### src/logic/fgpwm_pkg.sv
// Shared constants and types of the four-group pulse-width generator
package fgpwm_pkg;

   // Structure of the generator
   localparam int GRP_N = 4; // Output groups
   localparam int CH_N = 4; // Outputs (and duty settings) per group
   localparam int OUT_N = GRP_N * CH_N; // Sixteen outputs in all
   localparam int CNT_W = 16; // Counter, period and duty width

   // Reset values of the working copies and counter, and the counter step
   localparam logic [CNT_W-1:0] PER_RST = 16'h0000; // Active period
   localparam logic [CNT_W-1:0] DUTY_RST = 16'h0000; // Active duty
   localparam logic [CNT_W-1:0] CNT_RST = 16'h0000; // Counter start value
   localparam logic [CNT_W-1:0] CNT_STEP = 16'h0001; // Counter step

   // Counter phase; Gray coded along idle, up, down
   typedef enum logic [1:0] {
      PH_IDLE = 2'h0,
      PH_UP = 2'h1,
      PH_DOWN = 2'h3
   } fgpwm_phase_t;

endpackage

### src/logic/fgpwm_cmp.sv
`timescale 1ns/1ps

// One compare channel: turns a count into an output level
module fgpwm_cmp (
   input wire logic [15:0] cnt,
   input wire logic [15:0] duty,
   input wire logic [15:0] period,
   input wire logic center_mode,
   output logic level_hi
);

   logic [16:0] sum; // Count plus duty, one bit wider to avoid wrap

   // Centered pulse is high for the top duty counts of the up/down ramp
   always_comb
   begin
      sum = {1'b0, cnt} + {1'b0, duty};
      if (center_mode)
      begin
         level_hi = (sum >= {1'b0, period});
      end
      else
      begin
         // Edge mode: high from the period start for duty counts
         level_hi = (cnt < duty);
      end
   end

endmodule // fgpwm_cmp

### src/logic/fgpwm_top.sv
`timescale 1ns/1ps

// What this block does
// - Four independent groups, sixteen outputs total
// - Each group forms two pairs, shared setting
// - Center-aligned up/down or edge-aligned waveform
// - Paired group: pair outputs are complements
// - Non-paired group: four independent outputs, per group
// - Center mode offers single or double update
// - Single update: duties load once per period
// - Double update: duties also load at midpoint
module fgpwm_top (
   input wire logic sys_clk,
   input wire logic reset,
   input wire logic [3:0] grp_enable,
   input wire logic [3:0] grp_edge_mode,
   input wire logic [3:0] grp_dbl_update,
   input wire logic [3:0] grp_paired,
   input wire logic [63:0] period_in,
   input wire logic [255:0] duty_in,
   output logic [15:0] pwm_out,
   output logic [3:0] period_start,
   output logic [3:0] mid_point
);

   localparam int GN = fgpwm_pkg::GRP_N; // Group count
   localparam int CN = fgpwm_pkg::CH_N; // Channels per group
   localparam int W = fgpwm_pkg::CNT_W; // Counter width

   // Per-group counter state
   fgpwm_pkg::fgpwm_phase_t phase_q [GN];
   fgpwm_pkg::fgpwm_phase_t phase_d [GN];
   logic [W-1:0] cnt_q [GN];
   logic [W-1:0] cnt_d [GN];
   // Working copies of the settings, changed only at update points
   logic [W-1:0] per_q [GN];
   logic [W-1:0] per_d [GN];
   logic [W-1:0] duty_q [GN][CN];
   logic [W-1:0] duty_d [GN][CN];
   logic [GN-1:0] edge_q, edge_d; // Edge-aligned mode per group
   logic [GN-1:0] paired_q, paired_d; // Complementary mode per group
   logic [GN-1:0] dbl_q, dbl_d; // Double update per group
   // Event pulses and registered outputs
   logic [GN-1:0] start_q, start_d;
   logic [GN-1:0] mid_q, mid_d;
   logic [15:0] pwm_q, pwm_d;
   logic [15:0] cmp_hi; // Raw compare levels, one per channel

   // Slice of the packed duty input for one group and channel
   function automatic logic [15:0] duty_of(input logic [255:0] v, input int g, input int c);
      return v[(g * CN + c) * W +: W];
   endfunction

   // Last count of the ramp; a zero period is treated as one count
   function automatic logic [15:0] top_of(input logic [15:0] p);
      return (p == 16'h0000) ? 16'h0000 : p - fgpwm_pkg::CNT_STEP;
   endfunction

   // Sixteen compare channels, four per group
   genvar gi, ci;
   generate
      for (gi = 0; gi < GN; gi++)
      begin : g_grp
         for (ci = 0; ci < CN; ci++)
         begin : g_ch
            fgpwm_cmp u_cmp (
               .cnt(cnt_q[gi]),
               .duty(duty_q[gi][ci]),
               .period(per_q[gi]),
               .center_mode(~edge_q[gi]),
               .level_hi(cmp_hi[gi * CN + ci])
            );
         end
      end
   endgenerate

   // Next state of counters, working settings and outputs
   always_comb
   begin
      for (int g = 0; g < GN; g++)
      begin
         phase_d[g] = phase_q[g];
         cnt_d[g] = cnt_q[g];
         per_d[g] = per_q[g];
         for (int c = 0; c < CN; c++)
         begin
            duty_d[g][c] = duty_q[g][c];
         end
         edge_d[g] = edge_q[g];
         paired_d[g] = paired_q[g];
         dbl_d[g] = dbl_q[g];
         start_d[g] = 1'b0;
         mid_d[g] = 1'b0;
         if (!grp_enable[g])
         begin
            // Disabled group parks with outputs low
            phase_d[g] = fgpwm_pkg::PH_IDLE;
            cnt_d[g] = fgpwm_pkg::CNT_RST;
         end
         else
         begin
            unique case (phase_q[g])
               fgpwm_pkg::PH_IDLE:
               begin
                  // First period begins with a fresh load
                  phase_d[g] = fgpwm_pkg::PH_UP;
                  cnt_d[g] = fgpwm_pkg::CNT_RST;
                  start_d[g] = 1'b1;
               end
               fgpwm_pkg::PH_UP:
               begin
                  if (cnt_q[g] >= top_of(per_q[g]))
                  begin
                     if (edge_q[g])
                     begin
                        // Edge mode wraps to a new period
                        cnt_d[g] = fgpwm_pkg::CNT_RST;
                        start_d[g] = 1'b1;
                     end
                     else
                     begin
                        // Top count is held twice so the ramp stays symmetric
                        phase_d[g] = fgpwm_pkg::PH_DOWN;
                        mid_d[g] = 1'b1;
                     end
                  end
                  else
                  begin
                     cnt_d[g] = cnt_q[g] + fgpwm_pkg::CNT_STEP;
                  end
               end
               fgpwm_pkg::PH_DOWN:
               begin
                  if (cnt_q[g] == fgpwm_pkg::CNT_RST)
                  begin
                     // Bottom count also held twice, then a new period
                     phase_d[g] = fgpwm_pkg::PH_UP;
                     start_d[g] = 1'b1;
                  end
                  else
                  begin
                     cnt_d[g] = cnt_q[g] - fgpwm_pkg::CNT_STEP;
                  end
               end
               default:
               begin
                  // Illegal code recovers through idle
                  phase_d[g] = fgpwm_pkg::PH_IDLE;
                  cnt_d[g] = fgpwm_pkg::CNT_RST;
               end
            endcase
         end
         // Period start: every setting taken from the shadow inputs
         if (start_d[g])
         begin
            per_d[g] = period_in[g * W +: W];
            edge_d[g] = grp_edge_mode[g];
            paired_d[g] = grp_paired[g];
            dbl_d[g] = grp_dbl_update[g];
            for (int c = 0; c < CN; c++)
            begin
               duty_d[g][c] = duty_of(duty_in, g, c);
            end
         end
         // Midpoint: duties only, and only with double update
         else if (mid_d[g] && dbl_q[g])
         begin
            for (int c = 0; c < CN; c++)
            begin
               duty_d[g][c] = duty_of(duty_in, g, c);
            end
         end
         // Output steering; pairs share the even channel when paired
         for (int p = 0; p < CN / 2; p++)
         begin
            pwm_d[g * CN + 2 * p] = (phase_q[g] != fgpwm_pkg::PH_IDLE)
               && cmp_hi[g * CN + 2 * p];
            if (paired_q[g])
            begin
               pwm_d[g * CN + 2 * p + 1] = (phase_q[g] != fgpwm_pkg::PH_IDLE)
                  && !cmp_hi[g * CN + 2 * p];
            end
            else
            begin
               pwm_d[g * CN + 2 * p + 1] = (phase_q[g] != fgpwm_pkg::PH_IDLE)
                  && cmp_hi[g * CN + 2 * p + 1];
            end
         end
      end
   end

   // Registers only; idle and low after reset
   always_ff @(posedge sys_clk)
   begin
      if (reset)
      begin
         for (int g = 0; g < GN; g++)
         begin
            phase_q[g] <= fgpwm_pkg::PH_IDLE;
            cnt_q[g] <= fgpwm_pkg::CNT_RST;
            per_q[g] <= fgpwm_pkg::PER_RST;
            for (int c = 0; c < CN; c++)
            begin
               duty_q[g][c] <= fgpwm_pkg::DUTY_RST;
            end
         end
         edge_q <= 4'h0;
         paired_q <= 4'h0;
         dbl_q <= 4'h0;
         start_q <= 4'h0;
         mid_q <= 4'h0;
         pwm_q <= 16'h0000;
      end
      else
      begin
         phase_q <= phase_d;
         cnt_q <= cnt_d;
         per_q <= per_d;
         duty_q <= duty_d;
         edge_q <= edge_d;
         paired_q <= paired_d;
         dbl_q <= dbl_d;
         start_q <= start_d;
         mid_q <= mid_d;
         pwm_q <= pwm_d;
      end
   end

   // Outputs straight from flip-flops
   assign pwm_out = pwm_q;
   assign period_start = start_q;
   assign mid_point = mid_q;

   // Per-group checks
   generate
      for (gi = 0; gi < GN; gi++)
      begin : g_chk
         // Counter stays inside the programmed period
         cnt_bound_a: assert property (@(posedge sys_clk) disable iff (reset)
            (phase_q[gi] != fgpwm_pkg::PH_IDLE && per_q[gi] != 16'h0000)
               |-> cnt_q[gi] <= per_q[gi] - 16'h0001)
            else $error("counter beyond period");
         // Center ramp turns at the top and holds the count
         center_turn_a: assert property (@(posedge sys_clk) disable iff (reset)
            (grp_enable[gi] && phase_q[gi] == fgpwm_pkg::PH_UP && !edge_q[gi]
               && cnt_q[gi] >= top_of(per_q[gi]))
               |=> (phase_q[gi] == fgpwm_pkg::PH_DOWN && $stable(cnt_q[gi]) && mid_q[gi]))
            else $error("center ramp did not turn");
         // Edge output follows count below duty
         edge_level_a: assert property (@(posedge sys_clk) disable iff (reset)
            (phase_q[gi] != fgpwm_pkg::PH_IDLE && edge_q[gi])
               |=> pwm_q[gi * CN] == ($past(cnt_q[gi]) < $past(duty_q[gi][0])))
            else $error("edge level wrong");
         // Paired outputs are complements while running
         pair_compl_a: assert property (@(posedge sys_clk) disable iff (reset)
            (phase_q[gi] != fgpwm_pkg::PH_IDLE && paired_q[gi])
               |=> (pwm_q[gi * CN + 1] != pwm_q[gi * CN]
                  && pwm_q[gi * CN + 3] != pwm_q[gi * CN + 2]))
            else $error("pair not complementary");
         // Non-paired odd output uses its own duty
         indep_out_a: assert property (@(posedge sys_clk) disable iff (reset)
            (phase_q[gi] != fgpwm_pkg::PH_IDLE && !paired_q[gi] && edge_q[gi])
               |=> pwm_q[gi * CN + 1] == ($past(cnt_q[gi]) < $past(duty_q[gi][1])))
            else $error("independent output wrong");
         // Duties hold between update points
         duty_hold_a: assert property (@(posedge sys_clk) disable iff (reset)
            (!start_d[gi] && !(mid_d[gi] && dbl_q[gi]))
               |=> $stable(duty_q[gi][0]) && $stable(duty_q[gi][3]))
            else $error("duty changed off update point");
         // Double update loads duties at the midpoint
         mid_load_a: assert property (@(posedge sys_clk) disable iff (reset)
            (mid_d[gi] && dbl_q[gi])
               |=> duty_q[gi][2] == $past(duty_of(duty_in, gi, 2)))
            else $error("midpoint load missed");
         // Single update ignores the midpoint
         single_mid_a: assert property (@(posedge sys_clk) disable iff (reset)
            (mid_d[gi] && !dbl_q[gi]) |=> $stable(duty_q[gi][1]))
            else $error("single update loaded at midpoint");
         // Period changes only at a period start, from the input
         per_load_a: assert property (@(posedge sys_clk) disable iff (reset)
            start_d[gi] |=> per_q[gi] == $past(period_in[gi * W +: W]))
            else $error("period load wrong");
         // Between starts the working period holds
         per_hold_a: assert property (@(posedge sys_clk) disable iff (reset)
            !start_d[gi] |=> $stable(per_q[gi]))
            else $error("period changed off start");
      end
   endgenerate

endmodule // fgpwm_top

### config.mk
export PLATFORM = sky130hd
export DESIGN_NAME = fgpwm_top
export DESIGN_NICKNAME = d
export VERILOG_FILES = /design/src/logic/fgpwm_pkg.sv /design/src/logic/fgpwm_cmp.sv /design/src/logic/fgpwm_top.sv
export SDC_FILE = /design/constraint.sdc
export NUM_CORES = 2
export LEC_CHECK = 0
export BUFFER_PORTS_ARGS = -buffer_cell sky130_fd_sc_hd__buf_4
export CAP_MARGIN = 20
export CORE_MARGIN = 3
export CORE_UTILIZATION = 63
export DETAILED_ROUTE_END_ITERATION = 7
export PLACE_DENSITY = 0.83
export SYNTH_ARGS = -nofsm -noshare
export SYNTH_HDL_FRONTEND = slang
export SYNTH_SLANG_ARGS = --single-unit
### constraint.sdc
create_clock -name sys_clk -period 5.69 [get_ports sys_clk]
set_input_delay 0.569 -clock sys_clk [delete_from_list [all_inputs] [get_ports sys_clk]]
set_output_delay 0.569 -clock sys_clk [all_outputs]
set_load 0.1 [all_outputs]
==> qor.txt <==
Routed Antenna Nets: 0
Post-synth EDFFs: 0
min Tclk post-route: 4930 ps
Buffers on Ports: 361
most used cell, CP: nand2_1
# clock sinks: 428
Seq/Total Area, Yosys: 0.193
Tightest Pin Transition: 1100 ps
Max rail drop VDD: 223 µV
Post-Place Cell Area: 47,900 µm²
drt wl/cell: 19.2 µm
outcome: finished, violations left
Synth Register Bits: 428
CTS resizes: 0
FF-to-FF path depth: 17
critical path cell sequence: inv_1, nand4_1, nor4_1, nand2_1, nor2_1, nand4_1, nand2_1, ha_1, a21o_1, a21o_1, a221oi_1, o21ai_0, a21oi_2, o41a_2, buf_4, nand2_1, a21oi_1
Peak Freq: 203 MHz
violated checks: design-rule violations
Placed Cells: 6,764
max-cap check violation count: 0
initial DRC count: 3,582
crit path kind: register to register
Die Area: 73,600 µm²
Fin. Hold Viols: 0
Die X: 271 µm
vias in the first global route: 39,700
share of cells above drive strength 1: 0.0996
row count: 96
vias per inst: 6.13
post-synthesis cell type count: 100
die height: 271 µm
# IOs: 362
prevailing post-synth register cell: dfxtp_1
pin count of the biggest net entering global routing: 122
Max Fanout on Critical Path: 34
non-filler cells, final: 6,857
FFs w/ async S/R, synth: 0
DRC Markers: 14
CP Launch Type: register
Post-Syn Instances: 5,579
Hold Crit Class: input pin to register
final wirelength: 131,000 µm
synthesized area per cell: 7.95 µm²
total grt overflow: 0
CP max stage delay: 500 ps
Slew HR: 0.265
CP Data Required Time: 6220 ps
Static Leak: 23.8 nW
Final HPWL DP: 99,600 µm
postcts setup bufs: 0
CP max stage cell: nand4_1
Area Growth Syn to Fin: 12.4%
deepest clock path buffer count: 3
CP arrival: 5460 ps
root buffer cell: clkbuf_16
final setup TNS: 0 ps
routability cong.: 1.00
PwrDens: 188 nW/µm²
Vias: 42,000
H-tree levels: 2
post-synth net total: 6,785
Design Area, Final: 49,800 µm²
synth warn: 0
Reg clk slew, reported paths: 60 ps
Hold Path Depth: 3
Mapped Area: 44,300 µm²
R2R Setup Slk: 760 ps
core area: 69,200 µm²
first-pass GRT wire length: 207,000 µm
fin crit share: 0.867
Finished Core Util: 0.720
Final nets: 7,092
CTS Buf Count: 50
final total power: 9.36 mW
Slew Viols, Final: 0
initial antenna violation count: 4
CP endpoint kind: register
clk_skew: 26.5 ps
final setup fails: 0
CTS Hold Bufs: 0
CTS tree: yes
TritonRoute pass-1 iters: 8
unrepaired setup endpoints after global routing: no
gr usage total: 0.341
worst skew pair latency: 610 ps
Initial Util: 0.641
-- cells by family (layout without fill, tap and decap cells) --
family          after synthesis  in the layout  synth area share
compound gates             1294           1294             0.196
buf+inv                     726           1069            0.0688
other cells                   0              4                 0
simple gates               1775           1775             0.192
xor+xnor                    277            277            0.0547
mux                         211            211            0.0476
flops                       428            428             0.193
fa+ha+maj                   868            868             0.248
-- cells in the final DEF, fill, tap and decap left out, drive strengths merged, types with 26 or more instances in the layout --
| master | instances |
|---|---|
| ha | 852 |
| inv | 543 |
| nor2 | 518 |
| nand2 | 480 |
| buf | 440 |
| a21oi | 435 |
| dfxtp | 428 |
| nand2b | 213 |
| mux2i | 211 |
| xnor2 | 184 |
| o21ai | 179 |
| nor3 | 120 |
| a21o | 99 |
| xor2 | 93 |
| nand3 | 79 |
| nand4 | 77 |
| nor2b | 67 |
| clkbuf | 66 |
| o21bai | 61 |
| nor4 | 54 |
| or3 | 40 |
| o211ai | 37 |
| a211oi | 37 |
| a31oi | 33 |
| a32o | 32 |
| a2111oi | 29 |
| and3 | 29 |
| o21a | 27 |
| o22ai | 27 |
| o31ai | 26 |
| o221ai | 26 |
-- where the power goes --
part | leakage (nW) | total, mW | internal [mW] | switching, mW
Sequential | 3.50 | 3.33 | 3.15 | 0.181
Clock | 0.915 | 3.70 | 2.32 | 1.39
Combinational | 19.4 | 2.33 | 1.02 | 1.31
Total | 23.8 | 9.36 | 6.49 | 2.88
-- critical path, delay by kind of cell, from the launching register on --
family | cells | cell delay (ps)
AO/OA/AOI/OAI | 7 | 1960
adder cells (fa/ha/maj) | 1 | 270
buffers and inverters | 2 | 670
flip-flops | 1 | 310
AND/OR/NAND/NOR | 7 | 1620
-- Yosys cell counts, drive strengths merged (25+ instances only) --
cell type	number	area [µm²]
nor4	54	363
nor2	518	1950
a2111oi	29	254
a21o	99	744
a32o	32	320
and3	29	184
and2	25	158
a211oi	37	283
a221o	25	250
nor2b	67	419
o22ai	27	169
a31oi	33	206
nand2b	213	1330
nor3	120	611
ha	852	10700
a21oi	435	2180
xnor2	184	1610
nand2	480	1800
inv	541	2030
dfxtp	428	8570
clkbuf	117	442
nand3	79	395
buf	59	493
nand4	77	482
o21bai	61	458
xor2	93	815
o21ai	179	903
o221ai	26	228
o21a	27	203
o211ai	37	278
o31ai	26	195
mux2i	211	2110
or3	40	251
-- cell type report --
cell class | instances | area [µm²]
Antenna cell | 4 | 10.0
Timing Repair Buffer | 440 | 3390
Fill cell | 5545 | 19400
Inverter | 541 | 2030
Multi-Input combinational cell | 4425 | 32800
Clock inverter | 22 | 430
Clock buffer | 66 | 1440
Sequential cell | 428 | 8570
Tap cell | 931 | 1160
-- stage by stage --
| stage | hold slack [ps] | setup WS (ps) |
|---|---|---|
| 2_1_floorplan | 453 | 1440 |
| 3_3_place_gp | 461 | 1120 |
| 3_5_place_dp | 466 | 965 |
| 4_1_cts | 157 | 876 |
| 5_1_grt | 179 | 493 |
| 6_report | 186 | 757 |
-- routing by layer --
layer / vias to the layer above / global-route usage / part of all wire
met2: 1778 / 0.561 / 0.45
met5: - / 0 / 0
met1: 19600 / 0.455 / 0.43
met4: 0 / 0.131 / 0.042
li1: 20300 / - / -
met3: 329 / 0.0419 / 0.080
-- flip-flops by register name (all words and copies together) (netlist names) --
register and flops:
period_start 4, pwm_out 16, dbl_q 4, duty_q 256, phase_q 8, edge_q 4, cnt_q 64, mid_point 4
per_q 64, paired_q 4
-- path summary, 6_finish.rpt --
| path | start | end |
|---|---|---|
| max | per_q[57] | duty_q[194] |
| min reg2reg | duty_q[88] | duty_q[88] |
| min | duty_in[96] | duty_q[144] |
| max reg2reg | per_q[57] | duty_q[194] |
Power figures use the tool's default switching activity.
